===== config.mk =====
export PLATFORM = sky130hd
export DESIGN_NAME = wgss_top
export DESIGN_NICKNAME = d
export VERILOG_FILES = /design/src/wgss_pkg.sv /design/src/wgss_shutdown.sv /design/src/wgss_steer.sv /design/src/wgss_top.sv
export SDC_FILE = /design/constraint.sdc
export NUM_CORES = 1
export LEC_CHECK = 0
export CAP_MARGIN = 25
export CORE_ASPECT_RATIO = 0.5
export CORE_UTILIZATION = 60
export CTS_BUF_LIST = sky130_fd_sc_hd__clkbuf_4 sky130_fd_sc_hd__clkbuf_8
export DETAILED_ROUTE_END_ITERATION = 12
export DONT_BUFFER_PORTS = 1
export PLACE_DENSITY = 0.76
export SYNTH_ARGS = -nofsm -noshare
export SYNTH_HDL_FRONTEND = slang
export SYNTH_SLANG_ARGS = --single-unit

===== constraint.sdc =====
create_clock -name hclk -period 6.3 [get_ports hclk]
set_clock_uncertainty 0.2 [all_clocks]
set_input_delay 0.63 -clock hclk [delete_from_list [all_inputs] [get_ports hclk]]
set_output_delay 0.63 -clock hclk [all_outputs]
set_load 0.03 [all_outputs]

===== src/wgss_pkg.sv =====
package wgss_pkg;

   // ----------------------------------------------------------------------
   // Register byte offsets
   // ----------------------------------------------------------------------
   localparam logic [7:0] OFS_GEN_CTRL = 8'h00;
   localparam logic [7:0] OFS_POLARITY = 8'h04;
   localparam logic [7:0] OFS_DB_FALL = 8'h08;
   localparam logic [7:0] OFS_DB_RISE = 8'h0c;
   localparam logic [7:0] OFS_SD_CTRL = 8'h10;
   localparam logic [7:0] OFS_SD_SRC = 8'h14;
   localparam logic [7:0] OFS_STEER = 8'h18;
   localparam logic [7:0] OFS_PIN_EN = 8'h1c;
   localparam logic [7:0] OFS_CLK_SEL = 8'h20;
   localparam logic [7:0] OFS_IN_SEL = 8'h24;
   localparam logic [7:0] OFS_IRQ_STAT = 8'h28;
   localparam logic [7:0] OFS_IRQ_MASK = 8'h2c;

   // ----------------------------------------------------------------------
   // Field positions, masks and reset values
   // ----------------------------------------------------------------------
   localparam int GEN_EN_BIT = 7;
   localparam int GEN_LOAD_BIT = 6;
   localparam int POL_IN_BIT = 5;
   localparam int SD_STAT_BIT = 7;
   localparam int SD_REN_BIT = 6;
   localparam logic [7:0] SRC_IMPL_MASK = 8'h77;
   localparam logic [7:0] SRC_ONES_MASK = 8'h88;
   localparam logic [7:0] RST_SD_CTRL = 8'h14;
   localparam logic [7:0] RST_ZERO = 8'h00;
   localparam int IRQ_ENTER_BIT = 0;
   localparam int IRQ_RESUME_BIT = 1;

   // ----------------------------------------------------------------------
   // Mode, override and source codes
   // ----------------------------------------------------------------------
   localparam logic [2:0] MODE_STEER = 3'h0;
   localparam logic [2:0] MODE_SYNC_STEER = 3'h1;
   localparam logic [2:0] MODE_PUSH_PULL = 3'h5;
   localparam logic [1:0] OVR_HIGH = 2'h3;
   localparam logic [1:0] OVR_LOW = 2'h2;
   localparam logic [1:0] OVR_FLOAT = 2'h1;
   localparam logic [1:0] OVR_INACTIVE = 2'h0;
   localparam logic [2:0] IS_PIN = 3'h0;
   localparam logic [2:0] IS_CMP1 = 3'h1;
   localparam logic [2:0] IS_CMP2 = 3'h2;
   localparam logic [2:0] IS_CCP1 = 3'h3;
   localparam logic [2:0] IS_CCP2 = 3'h4;

   // Shutdown drive of one pin: {float, level} from its pair override code.
   function automatic logic [1:0] wgss_override(input logic [1:0] code,
                                                input logic pol);
      unique case (code)
         OVR_HIGH: wgss_override = 2'h1;
         OVR_LOW: wgss_override = 2'h0;
         OVR_FLOAT: wgss_override = 2'h2;
         default: wgss_override = {1'b0, pol};
      endcase
   endfunction : wgss_override

endpackage : wgss_pkg


===== src/wgss_shutdown.sv =====
`timescale 1ns/100ps
module wgss_shutdown (
   input wire logic hclk,
   input wire logic hresetn,
   input wire logic src_hit,
   input wire logic sw_write,
   input wire logic sw_value,
   input wire logic restart_en,
   input wire logic data_rise,
   output logic shutdown,
   output logic hold,
   output logic enter_pulse,
   output logic resume_pulse
);
   import wgss_pkg::*;

   // ----------------------------------------------------------------------
   // Shutdown status and output hold
   // ----------------------------------------------------------------------

   // A live source always wins over software and over auto-restart.
   always_ff @(posedge hclk or negedge hresetn) begin
      if (!hresetn) begin
         shutdown <= 1'b0;
      end else if (src_hit) begin
         shutdown <= 1'b1;
      end else if (sw_write) begin
         shutdown <= sw_value;
      end else if (restart_en) begin
         shutdown <= 1'b0;
      end
   end

   // Overrides stay until the first input rise after the status clears.
   always_ff @(posedge hclk or negedge hresetn) begin
      if (!hresetn) begin
         hold <= 1'b0;
      end else if (shutdown) begin
         hold <= 1'b1;
      end else if (data_rise) begin
         hold <= 1'b0;
      end
   end

   // One-cycle events for the interrupt status.
   always_ff @(posedge hclk or negedge hresetn) begin
      if (!hresetn) begin
         enter_pulse <= 1'b0;
         resume_pulse <= 1'b0;
      end else begin
         enter_pulse <= src_hit & ~shutdown;
         resume_pulse <= hold & ~shutdown & data_rise;
      end
   end

endmodule : wgss_shutdown


===== src/wgss_steer.sv =====
`timescale 1ns/100ps
module wgss_steer (
   input wire logic [2:0] mode,
   input wire logic gen_en,
   input wire logic hold,
   input wire logic [1:0] ovr_bd,
   input wire logic [1:0] ovr_ac,
   input wire logic [3:0] invert,
   input wire logic [3:0] steer_select,
   input wire logic [3:0] steer_level,
   input wire logic [3:0] pin_drive,
   input wire logic data,
   output logic [3:0] next_level,
   output logic [3:0] next_drive
);
   import wgss_pkg::*;

   // ----------------------------------------------------------------------
   // Per-output level and drive selection
   // ----------------------------------------------------------------------

   // Pins 0 and 2 follow the A/C override, pins 1 and 3 the B/D one.
   always_comb begin
      logic [1:0] ovr;
      ovr = 2'h0;
      for (int i = 0; i < 4; i++) begin
         ovr = wgss_override((i % 2 == 0) ? ovr_ac : ovr_bd, invert[i]);
         if (hold) begin
            next_level[i] = ovr[0];
            next_drive[i] = pin_drive[i] & ~ovr[1];
         end else if (mode[2:1] == MODE_STEER[2:1]) begin
            next_level[i] = steer_select[i] ? (data ^ invert[i])
                                            : steer_level[i];
            next_drive[i] = pin_drive[i] & gen_en;
         end else begin
            next_level[i] = data ^ invert[i];
            next_drive[i] = pin_drive[i] & gen_en;
         end
      end
   end

endmodule : wgss_steer


===== src/wgss_top.sv =====
`timescale 1ns/100ps
module wgss_top (
   input wire logic hclk,
   input wire logic hresetn,
   input wire logic hsel,
   input wire logic [31:0] haddr,
   input wire logic [1:0] htrans,
   input wire logic hwrite,
   input wire logic [2:0] hsize,
   input wire logic [31:0] hwdata,
   input wire logic hready,
   output logic hreadyout,
   output logic hresp,
   output logic [31:0] hrdata,
   input wire logic wave_input_pin,
   input wire logic comparator_one_synced,
   input wire logic comparator_two_synced,
   input wire logic capture_compare_one_output,
   input wire logic capture_compare_two_output,
   input wire logic timer_a_postscale,
   input wire logic timer_b_postscale,
   input wire logic timer_c_postscale,
   output logic fast_internal_oscillator_pick,
   output logic [2:0] mode_out,
   output logic [5:0] rise_deadband,
   output logic [5:0] fall_deadband,
   output logic generated_data_waveform,
   output logic [3:0] out_level,
   output logic [3:0] out_drive,
   output logic irq
);
   import wgss_pkg::*;

   // ----------------------------------------------------------------------
   // Registers and internal signals
   // ----------------------------------------------------------------------
   logic gen_en;
   logic load_req;
   logic [2:0] mode;
   logic [3:0] invert;
   logic [5:0] db_fall;
   logic [5:0] db_rise;
   logic restart_en;
   logic [1:0] pair_bd_override_level;
   logic [1:0] pair_ac_override_level;
   logic [7:0] src_en;
   logic [3:0] steer_level;
   logic [3:0] steer_select;
   logic [3:0] steer_applied;
   logic [3:0] pin_drive;
   logic clk_pick;
   logic [2:0] wave_source_pick;
   logic [1:0] irq_stat;
   logic [1:0] irq_mask;
   logic wr_pend;
   logic rd_pend;
   logic [7:0] dp_addr;
   logic shutdown;
   logic hold;
   logic enter_pulse;
   logic resume_pulse;
   logic data;
   logic data_q;
   logic data_rise;
   logic data_evt;
   logic src_hit;
   logic [7:0] src_live;
   logic [3:0] next_level;
   logic [3:0] next_drive;
   logic [7:0] wd;

   // Picks the waveform source; reserved codes give a quiet low level.
   function automatic logic wgss_pick(input logic [2:0] code,
                                      input logic [4:0] srcs);
      unique case (code)
         IS_PIN: wgss_pick = srcs[0];
         IS_CMP1: wgss_pick = srcs[1];
         IS_CMP2: wgss_pick = srcs[2];
         IS_CCP1: wgss_pick = srcs[3];
         IS_CCP2: wgss_pick = srcs[4];
         default: wgss_pick = 1'b0;
      endcase
   endfunction : wgss_pick

   // Write decode for the pending data phase.
   function automatic logic wgss_hit(input logic pend,
                                     input logic [7:0] a,
                                     input logic [7:0] ofs);
      wgss_hit = pend && (a == ofs);
   endfunction : wgss_hit

   // ----------------------------------------------------------------------
   // Bus slave
   // ----------------------------------------------------------------------

   // Zero wait states and always OKAY.
   assign hreadyout = 1'b1;
   assign hresp = 1'b0;
   assign wd = hwdata[7:0];

   // Captures the address phase of each accepted transfer.
   always_ff @(posedge hclk or negedge hresetn) begin
      if (!hresetn) begin
         wr_pend <= 1'b0;
         rd_pend <= 1'b0;
         dp_addr <= 8'h00;
      end else if (hready) begin
         wr_pend <= hsel & htrans[1] & hwrite;
         rd_pend <= hsel & htrans[1] & ~hwrite;
         dp_addr <= {haddr[7:2], 2'b00};
      end
   end

   // Read data follows the registered address; unmapped words read zero.
   always_comb begin
      hrdata = 32'h0000_0000;
      if (rd_pend) begin
         unique case (dp_addr)
            OFS_GEN_CTRL: hrdata[7:0] = {gen_en, load_req, 3'h0, mode};
            OFS_POLARITY: hrdata[7:0] = {2'h0, data, 1'b0, invert};
            OFS_DB_FALL: hrdata[7:0] = {2'h0, db_fall};
            OFS_DB_RISE: hrdata[7:0] = {2'h0, db_rise};
            OFS_SD_CTRL: hrdata[7:0] = {shutdown, restart_en,
                                        pair_bd_override_level,
                                        pair_ac_override_level, 2'h0};
            OFS_SD_SRC: hrdata[7:0] = src_en | SRC_ONES_MASK;
            OFS_STEER: hrdata[7:0] = {steer_level, steer_select};
            OFS_PIN_EN: hrdata[7:0] = {4'h0, pin_drive};
            OFS_CLK_SEL: hrdata[7:0] = {7'h00, clk_pick};
            OFS_IN_SEL: hrdata[7:0] = {5'h00, wave_source_pick};
            OFS_IRQ_STAT: hrdata[7:0] = {6'h00, irq_stat};
            OFS_IRQ_MASK: hrdata[7:0] = {6'h00, irq_mask};
            default: hrdata = 32'h0000_0000;
         endcase
      end
   end

   // ----------------------------------------------------------------------
   // Control registers
   // ----------------------------------------------------------------------

   // Generator control; the load request is cleared at a waveform edge.
   always_ff @(posedge hclk or negedge hresetn) begin
      if (!hresetn) begin
         gen_en <= 1'b0;
         load_req <= 1'b0;
         mode <= MODE_STEER;
      end else if (wgss_hit(wr_pend, dp_addr, OFS_GEN_CTRL)) begin
         gen_en <= wd[GEN_EN_BIT];
         load_req <= wd[GEN_LOAD_BIT] & gen_en;
         mode <= wd[2:0];
      end else if (data_evt) begin
         load_req <= 1'b0;
      end
   end

   // Polarity and dead-band counts for the mode engine.
   always_ff @(posedge hclk or negedge hresetn) begin
      if (!hresetn) begin
         invert <= 4'h0;
         db_fall <= 6'h00;
         db_rise <= 6'h00;
      end else begin
         if (wgss_hit(wr_pend, dp_addr, OFS_POLARITY)) begin
            invert <= wd[3:0];
         end
         if (wgss_hit(wr_pend, dp_addr, OFS_DB_FALL)) begin
            db_fall <= wd[5:0];
         end
         if (wgss_hit(wr_pend, dp_addr, OFS_DB_RISE)) begin
            db_rise <= wd[5:0];
         end
      end
   end

   // Shutdown control; the status bit itself lives in the shutdown unit.
   always_ff @(posedge hclk or negedge hresetn) begin
      if (!hresetn) begin
         restart_en <= RST_SD_CTRL[SD_REN_BIT];
         pair_bd_override_level <= RST_SD_CTRL[5:4];
         pair_ac_override_level <= RST_SD_CTRL[3:2];
         src_en <= RST_ZERO;
      end else begin
         if (wgss_hit(wr_pend, dp_addr, OFS_SD_CTRL)) begin
            restart_en <= wd[SD_REN_BIT];
            pair_bd_override_level <= wd[5:4];
            pair_ac_override_level <= wd[3:2];
         end
         if (wgss_hit(wr_pend, dp_addr, OFS_SD_SRC)) begin
            src_en <= wd & SRC_IMPL_MASK;
         end
      end
   end

   // Steering, pin enables, clock and input selection all reset to zero.
   always_ff @(posedge hclk or negedge hresetn) begin
      if (!hresetn) begin
         steer_level <= 4'h0;
         steer_select <= 4'h0;
         pin_drive <= 4'h0;
         clk_pick <= 1'b0;
         wave_source_pick <= IS_PIN;
      end else begin
         if (wgss_hit(wr_pend, dp_addr, OFS_STEER)) begin
            steer_level <= wd[7:4];
            steer_select <= wd[3:0];
         end
         if (wgss_hit(wr_pend, dp_addr, OFS_PIN_EN)) begin
            pin_drive <= wd[3:0];
         end
         if (wgss_hit(wr_pend, dp_addr, OFS_CLK_SEL)) begin
            clk_pick <= wd[0];
         end
         if (wgss_hit(wr_pend, dp_addr, OFS_IN_SEL)) begin
            wave_source_pick <= wd[2:0];
         end
      end
   end

   // In synchronous steering the enables wait for a waveform edge.
   always_ff @(posedge hclk or negedge hresetn) begin
      if (!hresetn) begin
         steer_applied <= 4'h0;
      end else if (mode != MODE_SYNC_STEER || data_evt) begin
         steer_applied <= steer_select;
      end
   end

   // ----------------------------------------------------------------------
   // Waveform source and shutdown sources
   // ----------------------------------------------------------------------
   assign data = wgss_pick(wave_source_pick,
                           {capture_compare_two_output,
                            capture_compare_one_output,
                            comparator_two_synced, comparator_one_synced,
                            wave_input_pin});
   assign data_rise = data & ~data_q;
   assign data_evt = data ^ data_q;
   assign src_live = {1'b0, timer_c_postscale, timer_b_postscale,
                      timer_a_postscale, 1'b0, comparator_two_synced,
                      comparator_one_synced, wave_input_pin};
   assign src_hit = |(src_live & src_en);

   // Previous waveform level for edge detection.
   always_ff @(posedge hclk or negedge hresetn) begin
      if (!hresetn) begin
         data_q <= 1'b0;
      end else begin
         data_q <= data;
      end
   end

   wgss_shutdown u_shutdown (
      .hclk(hclk),
      .hresetn(hresetn),
      .src_hit(src_hit),
      .sw_write(wgss_hit(wr_pend, dp_addr, OFS_SD_CTRL)),
      .sw_value(wd[SD_STAT_BIT]),
      .restart_en(restart_en),
      .data_rise(data_rise),
      .shutdown(shutdown),
      .hold(hold),
      .enter_pulse(enter_pulse),
      .resume_pulse(resume_pulse)
   );

   wgss_steer u_steer (
      .mode(mode),
      .gen_en(gen_en),
      .hold(hold),
      .ovr_bd(pair_bd_override_level),
      .ovr_ac(pair_ac_override_level),
      .invert(invert),
      .steer_select(steer_applied),
      .steer_level(steer_level),
      .pin_drive(pin_drive),
      .data(data),
      .next_level(next_level),
      .next_drive(next_drive)
   );

   // ----------------------------------------------------------------------
   // Outputs and interrupt
   // ----------------------------------------------------------------------

   // Pin levels and drives are registered to avoid glitches on switches.
   always_ff @(posedge hclk or negedge hresetn) begin
      if (!hresetn) begin
         out_level <= 4'h0;
         out_drive <= 4'h0;
         generated_data_waveform <= 1'b0;
      end else begin
         out_level <= next_level;
         out_drive <= next_drive;
         generated_data_waveform <= data;
      end
   end

   // Sticky events, cleared by writing one; a new event wins the clear.
   always_ff @(posedge hclk or negedge hresetn) begin
      if (!hresetn) begin
         irq_stat <= 2'h0;
         irq_mask <= 2'h0;
      end else begin
         if (wgss_hit(wr_pend, dp_addr, OFS_IRQ_STAT)) begin
            irq_stat <= (irq_stat & ~wd[1:0]) |
                        {resume_pulse, enter_pulse};
         end else begin
            irq_stat <= irq_stat | {resume_pulse, enter_pulse};
         end
         if (wgss_hit(wr_pend, dp_addr, OFS_IRQ_MASK)) begin
            irq_mask <= wd[1:0];
         end
      end
   end

   assign irq = |(irq_stat & irq_mask);
   assign fast_internal_oscillator_pick = clk_pick;
   assign mode_out = mode;
   assign rise_deadband = db_rise;
   assign fall_deadband = db_fall;

   // ----------------------------------------------------------------------
   // Assertions
   // ----------------------------------------------------------------------
   property p_src_ones;
      @(posedge hclk) disable iff (!hresetn)
      (rd_pend && dp_addr == OFS_SD_SRC) |-> (hrdata[7:0] & 8'h88) == 8'h88;
   endproperty
   a_src_ones: assert property (p_src_ones)
      else $error("Source register reserved bits not read as one.");

   property p_hit_sets;
      @(posedge hclk) disable iff (!hresetn)
      src_hit |=> shutdown ##1 hold;
   endproperty
   a_hit_sets: assert property (p_hit_sets)
      else $error("Enabled source did not enter shutdown.");

   property p_restart;
      @(posedge hclk) disable iff (!hresetn)
      (shutdown && restart_en && !src_hit &&
       !wgss_hit(wr_pend, dp_addr, OFS_SD_CTRL)) |=> !shutdown;
   endproperty
   a_restart: assert property (p_restart)
      else $error("Auto-restart did not clear shutdown.");

   property p_hold_keeps;
      @(posedge hclk) disable iff (!hresetn)
      (hold && !shutdown && !data_rise) |=> hold;
   endproperty
   a_hold_keeps: assert property (p_hold_keeps)
      else $error("Overrides released without a rising edge.");

   property p_steer_data;
      @(posedge hclk) disable iff (!hresetn)
      (!hold && mode == MODE_STEER && steer_applied[0])
         |=> out_level[0] == ($past(data) ^ $past(invert[0]));
   endproperty
   a_steer_data: assert property (p_steer_data)
      else $error("Steered output A does not follow the waveform.");

   property p_steer_level;
      @(posedge hclk) disable iff (!hresetn)
      (!hold && mode[2:1] == 2'h0 && !steer_applied[1])
         |=> out_level[1] == $past(steer_level[1]);
   endproperty
   a_steer_level: assert property (p_steer_level)
      else $error("Output B does not carry its steering data.");

   property p_sync_buffer;
      @(posedge hclk) disable iff (!hresetn)
      (mode == MODE_SYNC_STEER && !data_evt) |=> $stable(steer_applied);
   endproperty
   a_sync_buffer: assert property (p_sync_buffer)
      else $error("Synchronous steering applied without an edge.");

   property p_pin_off;
      @(posedge hclk) disable iff (!hresetn)
      !pin_drive[3] |=> !out_drive[3];
   endproperty
   a_pin_off: assert property (p_pin_off)
      else $error("Disabled pin D is still driven.");

   property p_float;
      @(posedge hclk) disable iff (!hresetn)
      (hold && pair_ac_override_level == OVR_FLOAT) |=> !out_drive[2];
   endproperty
   a_float: assert property (p_float)
      else $error("Floating override still drives pin C.");

endmodule : wgss_top


==> results.py, run 1 <==
metrics = {
    "power_and_ir_drop": {
        "power_mw": 1.33,
        "leakagePower_nw": 1.76,
        "clkPwrFrac_pct": 34.8,
        "seqPwrFrac_pct": 50.8,
        "power.share.combinational_pct": 14.3,
        "power_density_nw_per_um2": 319,
        "p_sw_uw": 391,
        "internal-power_uw": 937,
        "vdd_drop_max_mv": 0.200,
        "p_sw_share_pct": 29.4,
    },
    "setup_path": {
        "reg2reg_slack_ns": 3.38,
        "critPathCaptureType": "output pin",
        "worstRegToRegCells": 8,
        "critical_path_arrival_ns": 2.83,
        "path_max_fanout": 25,
        "critical_path_required_ns": 5.47,
        "slowest_stage": "nor2b_1",
        "start_kind": "flop",
        "worstSetupPathType": "flop to output pin",
        "max_stage_delay_ns": 0.79,
        "crit_chain": "nor2b_1 -> a22o_1 -> nand2_1 -> a21oi_1",
    },
    "drt": {
        "via_count": 2623,
        "routedWlPerCell_um": 20.9,
        "drt_first_pass_iters": 4,
        "drc_errors": 0,
        "routed_via_density": 6.10,
        "drt_first_iter_violations": 233,
        "postRouteAntennaNets": 0,
        "routed_wl_mm": 8.98,
    },
    "placed_design": {
        "place_ws_ns": 3.02,
        "place_congestion": 0.925,
        "hpwl_mm": 6.47,
        "placed_area_um2": 3880,
        "port_buffers": 0,
    },
    "hold_path": {
        "worstHoldPathCells": 1,
        "min_path_type": "input port to flop",
    },
    "clock_tree": {
        "ctsResizeCount": 0,
        "numCtsBuffers": 9,
        "clkSinkCount": 77,
        "clockRootBuffer": "clkbuf_8",
        "clockBufferDepth": 2,
        "clkLatencyLatePin_ns": 0.36,
        "cts_tree": "done",
        "clk_pin_slew_ns": 0.07,
        "cts.htree.levels": 3,
    },
    "timing": {
        "worstMarginPinSlew_ns": 0.867,
        "tns_ns": 0,
        "setup_viol": 0,
        "rsz0062_at_grt": "false",
        "slew_viol_final": 0,
        "fin_crit_sh_pct": 58.2,
        "setup_ws_ns": 2.64,
        "maxSlewHeadroom_pct": 42.2,
        "period_minus_slack_ns": 3.66,
        "finalHoldViolCount": 0,
        "fmax_ghz": 0.273,
    },
    "synth": {
        "synth.distinct_cells": 42,
        "ys_seq_area_share_pct": 49.2,
        "synth_top_cell_area_share_pct": 47.8,
        "ys_warn_count": 0,
        "synth-seq-cells": 77,
        "synthTopCellsByArea": "dfrtp_1 (48%), mux2_2 (19%), buf_4 (5.0%), nand2_1 (2.8%), mux4_2 (2.3%)",
        "synthCells": 339,
        "netlist_area_um2": 3920,
        "ys.flop_type": "dfrtp_1",
        "synth_area_leader_cell": "dfrtp_1",
        "syn_area_per_cell_um2": 11.6,
        "synth_edf_count": 0,
        "async_flop_share_pct": 100,
    },
    "layout": {
        "layout.nets": 420,
        "diodes": 0,
        "layout-drive-gt1-share_pct": 28.7,
        "design_area_um2": 4170,
        "area_delta_synth_final_pct": 6.35,
        "final_cell_mix": "dfrtp_1 (75), mux2_2 (67), nand2_1 (29)",
        "mostFrequentLayoutCell": "dfrtp_1",
        "final_core_util_pct": 67.5,
    },
    "floorplanning": {
        "core_um2": 6180,
        "ios": 142,
        "num_rows": 20,
        "die_area_um2": 6880,
        "start_util_pct": 63.5,
        "die_h_um": 59.2,
        "die_w_um": 116,
    },
    "global_route": {
        "grt_pass1_wl_mm": 14.3,
        "antenna_found_initial": 0,
        "grt_max_degree": 78,
        "grt-ovfl-total": 0,
        "grt_use_total_pct": 29.6,
        "first_global_vias": 2599,
    },
    "flow_run": {
        "maxCapViolations": 0,
    },
    "outcome": {
        "status": "complete, no violations",
    },
}
worst max-delay path, delay by kind of cell (launching register included):
family	cells	cell delay (ns)
AND/OR/NAND/NOR	2	0.86
AO/OA/AOI/OAI	2	0.91
flip-flops	1	0.70
synth_stat cells (6+ instances only):
library cell / number
a21oi_1: 9
nor2_1: 14
buf_4: 26
dfrtp_1: 75
nand3b_1: 8
clkbuf_1: 9
nand3_1: 8
mux2_2: 67
o21ai_0: 8
inv_1: 7
nand2_1: 29
a22o_1: 6
nor3_1: 9
mux2i_1: 8
per-layer routing:
layer	vias up	track usage (%)	wire length, µm	part of all wire, %
li1	1162	-	-	-
met5	-	0	0	0
met3	9	13.1	1130	13
met4	0	9.71	76	0.85
met1	1326	40.9	3720	41
met2	126	41.9	4050	45
registers in the layout, summed over array words and instances, names as in the netlist, 4 cells and up:
register,count
dp_addr,6
steer_select,4
steer_level,4
steer_applied,4
invert,4
rise_deadband,6
src_en,6
out_drive,4
out_level,4
pin_drive,4
fall_deadband,6
metrics by stage:
| stage | instances | hold WS, ns |
|---|---|---|
| final | 430 | 0.171 |
| after global routing | 430 | 0.154 |
| after CTS | 430 | 0.156 |
| after detailed placement | 412 | 0.136 |
| after global placement | 412 | 0.136 |
| after floorplan | 363 | 0.134 |
area by class of cell:
class,count,area [µm²]
inverters,7,26.3
well taps,88,110
repair buffers,3,45.0
fillers,473,2010
clock buffers,12,159
multi-input cells,239,1810
flip-flops and latches,77,1930
clock inverters,4,95.1
repair_timing:
action | CTS | global route
setup buffers | 0 | 0
setup endpoints to repair | 0 | 0
hold endpoints to repair | 77 | 0
hold buffers | 2 | 0
power by group through the flow:
stage               sequential [mW]  combinational (mW)  clock (mW)
floorplan                     0.652               0.171           0
global placement              0.678               0.172           0
detailed placement            0.684               0.176           0
CTS                           0.674               0.190       0.473
global route                  0.685               0.209       0.491
finish                        0.675               0.190       0.463
worst paths after layout:
kind	startpoint	to
max reg2reg	wave_source_pick[0]	steer_applied[0]
min reg2reg	u_shutdown.enter_pulse	irq_stat[0]
max	dp_addr[2]	hrdata[0]
min	hready	wr_pend
min in group asynchronous	hresetn	generated_data_waveform
max in group asynchronous	hresetn	pair_bd_override_level[0]
logic make-up after synthesis:
family / after synthesis / share of synthesized area (%)
simple gates: 91 / 12.4
mux: 79 / 23.6
flops: 77 / 49.2
buf+inv: 47 / 7.05
compound gates: 42 / 7.30
other cells: 2 / 0.191
fa+ha+maj: 1 / 0.319
(Power assumes the default switching activity.)
==> run 2, diff against run 1 <==
ABC_AREA = 1   (was unset)
clock period = 3.58 ns   (was 6.3 ns; I/O delays follow)
==> results.py, run 2 <==
metrics = {
    "power_and_ir_drop": {
        "power.share.combinational_pct": 16.6,
        "vdd_drop_max_mv": 0.303,
        "p_sw_uw": 828,
        "power_density_nw_per_um2": 527,
        "internal-power_mw": 1.43,
        "clkPwrFrac_pct": 27.0,
        "p_sw_share_pct": 36.6,
        "leakagePower_nw": 2.24,
        "seqPwrFrac_pct": 56.4,
    },
    "clock_tree": {
        "clkSinkCount": 77,
        "clockBufferDepth": 2,
        "cts.htree.levels": 3,
        "clk_pin_slew_ns": 0.08,
        "clkLatencyLatePin_ns": 0.37,
        "numCtsBuffers": 9,
        "clockRootBuffer": "clkbuf_8",
        "cts_tree": "done",
    },
    "drt": {
        "routed_wl_mm": 9.49,
        "routed_via_density": 5.45,
        "wl_met2_mm": 4.06,
        "m1WireLength_mm": 4.11,
        "postRouteAntennaNets": 0,
        "drt_first_iter_violations": 261,
        "routedWlPerCell_um": 15.9,
        "met3_length_mm": 1.21,
        "drt_first_pass_iters": 6,
        "via_count": 3246,
        "drc_errors": 0,
        "routed.top_layer": "met4",
    },
    "timing": {
        "rsz0062_at_grt": "false",
        "fmax_ghz": 0.362,
        "setup_ws_ns": 0.821,
        "tns_ns": 0,
        "setup_viol": 0,
        "maxSlewHeadroom_pct": 43.6,
        "slew_viol_final": 0,
        "worstMarginPinSlew_ns": 0.843,
        "holdWs_ns": 0.0297,
        "fin_crit_sh_pct": 77.1,
        "period_minus_slack_ns": 2.76,
        "finalHoldViolCount": 0,
    },
    "synth": {
        "synthTopCellsByCount": "nand2_1 (151), dfrtp_1 (75), inv_1 (47), o21ai_0 (29)",
        "synthTopCellsByArea": "dfrtp_1 (47%), nand2_1 (14%), buf_4 (4.9%), inv_1 (4.4%), o21ai_0 (3.7%)",
        "netlist_area_um2": 3970,
        "ys_seq_area_share_pct": 48.6,
        "synth-seq-cells": 77,
        "synthCells": 485,
        "async_flop_share_pct": 100,
        "ys.flop_type": "dfrtp_1",
        "synth_edf_count": 0,
        "synth_top_cell_area_share_pct": 47.3,
        "post-synth-top-count-cell": "nand2_1",
        "syn_area_per_cell_um2": 8.18,
        "synth_area_leader_cell": "dfrtp_1",
        "synth.distinct_cells": 35,
        "ys_warn_count": 0,
    },
    "flow_run": {
        "maxCapViolations": 0,
    },
    "setup_path": {
        "r2r-start": "wave_source_pick[0]",
        "endpoint": "hrdata[1]",
        "path_max_fanout": 6,
        "r2r_end": "steer_applied[2]",
        "reg2reg_slack_ns": 1.36,
        "worstSetupPathType": "flop to output pin",
        "critPathCaptureType": "output pin",
        "start_kind": "flop",
        "critical_path_required_ns": 3.02,
        "startpoint": "dp_addr[4]",
        "worstRegToRegCells": 10,
        "critical_path_arrival_ns": 2.20,
    },
    "floorplanning": {
        "die_h_um": 59.5,
        "core_um2": 6230,
        "die_w_um": 117,
        "num_rows": 20,
        "start_util_pct": 63.7,
        "die_area_um2": 6960,
        "ios": 142,
    },
    "global_route": {
        "antenna_found_initial": 0,
        "grt_use_total_pct": 30.4,
        "grt_max_degree": 78,
        "grt-ovfl-total": 0,
        "first_global_vias": 2927,
        "grt_pass1_wl_mm": 15.0,
    },
    "placed_design": {
        "place_congestion": 0.905,
        "port_buffers": 0,
        "place_ws_ns": 1.21,
        "hpwl_mm": 6.79,
    },
    "outcome": {
        "status": "complete, no violations",
    },
    "layout": {
        "final_cell_mix": "nand2_1 (151), dfrtp_1 (75), inv_1 (47)",
        "area_delta_synth_final_pct": 8.17,
        "layout.nets": 586,
        "diodes": 0,
        "layout-drive-gt1-share_pct": 11.8,
        "mostFrequentLayoutCell": "nand2_1",
    },
    "hold_path": {
        "min_path_type": "input port to flop",
    },
}
## run 2: layer usage
layer,global-route usage [%],up-vias
li1,-,1540
met1,40.9,1505
met2,44.5,191
met3,14.2,10
met4,7.78,0
met5,0,-
## run 2: what timing repair did
| action | 4_1_cts | 5_1_grt |
|---|---|---|
| hold buffers | 17 | 0 |
| resized for setup | 0 | 0 |
| setup buffers | 0 | 0 |
| hold endpoints to repair | 92 | 0 |
## run 2: metrics by stage
step | power (mW) | utilization, % | cell area, µm² | cells
finish | 2.26 | 68.9 | 4290 | 596
global route | 2.38 | 68.9 | 4290 | 596
CTS | 2.27 | 68.9 | 4290 | 596
detailed placement | 1.63 | 63.0 | 3920 | 563
global placement | 1.61 | 63.0 | 3920 | 563
floorplan | 1.55 | - | 4060 | 509
## run 2: layout make-up
| type | instances | area, µm² |
|---|---|---|
| clock buffers | 12 | 159 |
| clock inverters | 4 | 22.5 |
| fillers | 506 | 1940 |
| inverters | 54 | 203 |
| multi-input cells | 344 | 1680 |
| flip-flops and latches | 77 | 1930 |
| well taps | 88 | 110 |
| repair buffers | 17 | 188 |
## run 2: cell families after synthesis
| logic type | Yosys count | share of synthesized area [%] |
|---|---|---|
| simple gates | 220 | 24.7 |
| compound gates | 94 | 14.0 |
| buf+inv | 88 | 11.3 |
| flops | 77 | 48.6 |
| mux | 3 | 0.851 |
| other cells | 2 | 0.189 |
| fa+ha+maj | 1 | 0.315 |
## run 2: critical path: stages, from the launching register on
cell,delay [ns]
dfrtp_1,0.42
nor2_1,0.16
inv_2,0.12
nor2_2,0.31
nand2_1,0.08
nand2_1,0.11
nor2_1,0.06
a21oi_1,0.58
## run 2: power by group through the flow
stage	combinational [mW]	clock, mW	sequential, mW
floorplan	0.309	0	1.24
finish	0.376	0.611	1.28
CTS	0.375	0.619	1.27
global route	0.429	0.657	1.29
detailed placement	0.337	0	1.29
global placement	0.328	0	1.28
## run 2: how the worst min path moves through the flow
| stage | from | to | cells past startpoint |
|---|---|---|---|
| after floorplan | hresetn | dp_addr[2] | 0 |
| after global placement | hresetn | irq_mask[0] | 0 |
| after detailed placement | hresetn | wave_source_pick[0] | 0 |
| after CTS | hwdata[6] | steer_level[2] | 2 |
| after global routing | hwdata[6] | steer_level[2] | 2 |
| final | hwdata[6] | steer_level[2] | 2 |
==> run 3, diff against run 2 <==
clock period = 2.8 ns   (was 3.58 ns; I/O delays follow)
==> results.py, run 3 (synthesized netlist as in run 2, its figures left out) <==
metrics = {
    "placed_design": {
        "hpwl_mm": 6.93,
        "dp.cells": 572,
        "place_congestion": 0.955,
        "port_buffers": 0,
        "place_ws_ns": 0.591,
    },
    "clock_tree": {
        "cts_tree": "done",
        "clkSinkCount": 77,
        "cts.htree.levels": 3,
        "clockBufferDepth": 2,
        "clockRootBuffer": "clkbuf_8",
        "clkLatencyLatePin_ns": 0.36,
        "clk_pin_slew_ns": 0.08,
        "numCtsBuffers": 9,
        "ctsResizeCount": 0,
    },
    "setup_path": {
        "cp_top_family": "simple AND/OR/NAND/NOR gates",
        "max_stage_delay_ns": 0.44,
        "slowest_stage": "dfrtp_1",
        "path_buf_inv": 0,
        "worstSetupPathType": "flop to output pin",
        "crit_chain": "nor2_8 -> nand3_4 -> nor2_8 -> nand2_1 -> o21ai_0 -> nor2_1 -> nor2_1",
        "path_max_fanout": 8,
        "critPathCaptureType": "output pin",
        "critical_path_required_ns": 2.32,
        "reg2reg_slack_ns": 0.43,
        "critical_path_arrival_ns": 2.05,
        "start_kind": "flop",
    },
    "global_route": {
        "antenna_found_initial": 0,
        "grt_use_total_pct": 30.6,
        "grt-ovfl-total": 0,
        "grt_max_degree": 78,
        "grt_pass1_wl_mm": 15.1,
        "first_global_vias": 2896,
    },
    "drt": {
        "via_count": 3273,
        "drt_first_iter_violations": 278,
        "drc_errors": 0,
        "routed_wl_mm": 9.54,
        "routed_via_density": 5.39,
        "drt_first_pass_iters": 5,
        "routedWlPerCell_um": 15.7,
        "postRouteAntennaNets": 0,
    },
    "layout": {
        "mostFrequentLayoutCell": "nand2_1",
        "stdcell_count": 607,
        "layout.nets": 597,
        "final_cell_mix": "nand2_1 (151), dfrtp_1 (75), inv_1 (47)",
        "area_delta_synth_final_pct": 10.1,
        "diodes": 0,
        "layout-drive-gt1-share_pct": 13.3,
    },
    "floorplanning": {
        "die_area_um2": 6960,
        "die_w_um": 117,
        "ios": 142,
        "die_h_um": 59.5,
        "core_um2": 6230,
        "num_rows": 20,
        "start_util_pct": 63.7,
    },
    "power_and_ir_drop": {
        "vdd_drop_max_mv": 0.356,
        "power_density_nw_per_um2": 656,
        "leakagePower_nw": 2.29,
    },
    "flow_run": {
        "maxCapViolations": 0,
    },
    "timing": {
        "holdWs_ns": 0.0324,
        "setup_ws_ns": 0.266,
        "worstMarginPinSlew_ns": 0.551,
        "fin_crit_sh_pct": 90.5,
        "fmax_ghz": 0.395,
        "period_minus_slack_ns": 2.53,
        "maxSlewHeadroom_pct": 63.2,
        "setup_viol": 0,
        "finalHoldViolCount": 0,
        "tns_ns": 0,
        "slew_viol_final": 0,
        "rsz0062_at_grt": "false",
    },
    "hold_path": {
        "min_path_type": "input port to flop",
    },
    "outcome": {
        "status": "complete, no violations",
    },
}
## run 3: cell types whose count changed in the layout (fill, tap and decap cells not counted), sizes merged
cell	previous run	this run
buf	1	10
clkinvlp	1	0
clkbuf	12	13
dlygate4sd3	16	18
## run 3: report_power, final
part | internal, mW | switching (mW)
sequential | 1.29 | 0.331
combinational | 0.173 | 0.326
clock | 0.357 | 0.384
## run 3: final timing paths
check / from / endpoint / cells past startpoint
max: dp_addr[7] / hrdata[4] / 7
min in group asynchronous: hresetn / fall_deadband[2] / 2
max in group asynchronous: hresetn / pair_bd_override_level[0] / 2
max reg2reg: dp_addr[7] / u_shutdown.shutdown / 9
min: hwdata[3] / steer_select[3] / 2
min reg2reg: u_shutdown.enter_pulse / irq_stat[0] / 2
## run 3: area by class of cell
type                    count  area (µm²)
flip-flops and latches     77        1930
fillers                   525        1860
multi-input cells         344        1680
repair buffers             28         275
inverters                  54         203
clock buffers              13         154
well taps                  88         110
clock inverters             3        15.0
## run 3: stage by stage
stage          total power [mW]  utilization [%]  cell area [µm²]
4_1_cts                    2.87             70.1             4370
2_1_floorplan              1.98                -             4060
6_report                   2.87             70.1             4370
5_1_grt                    3.01             70.1             4370
3_3_place_gp               2.07             64.1             3990
3_5_place_dp               2.09             64.1             3990
## run 3: what timing repair did
action	in CTS	in global routing
buffers inserted	0	0
endpoints found under the hold margin	103	0
hold buffers	19	0
## run 3: per-layer routing
metal / track usage (%) / vias up / routed length (µm) / share of wire (%)
met5: 0 / - / 0 / 0
met3: 9.51 / 17 / 1010 / 11
li1: - / 1557 / - / -
met1: 44.2 / 1516 / 4310 / 45
met2: 43.1 / 183 / 4050 / 42
met4: 11.6 / 0 / 165 / 1.7
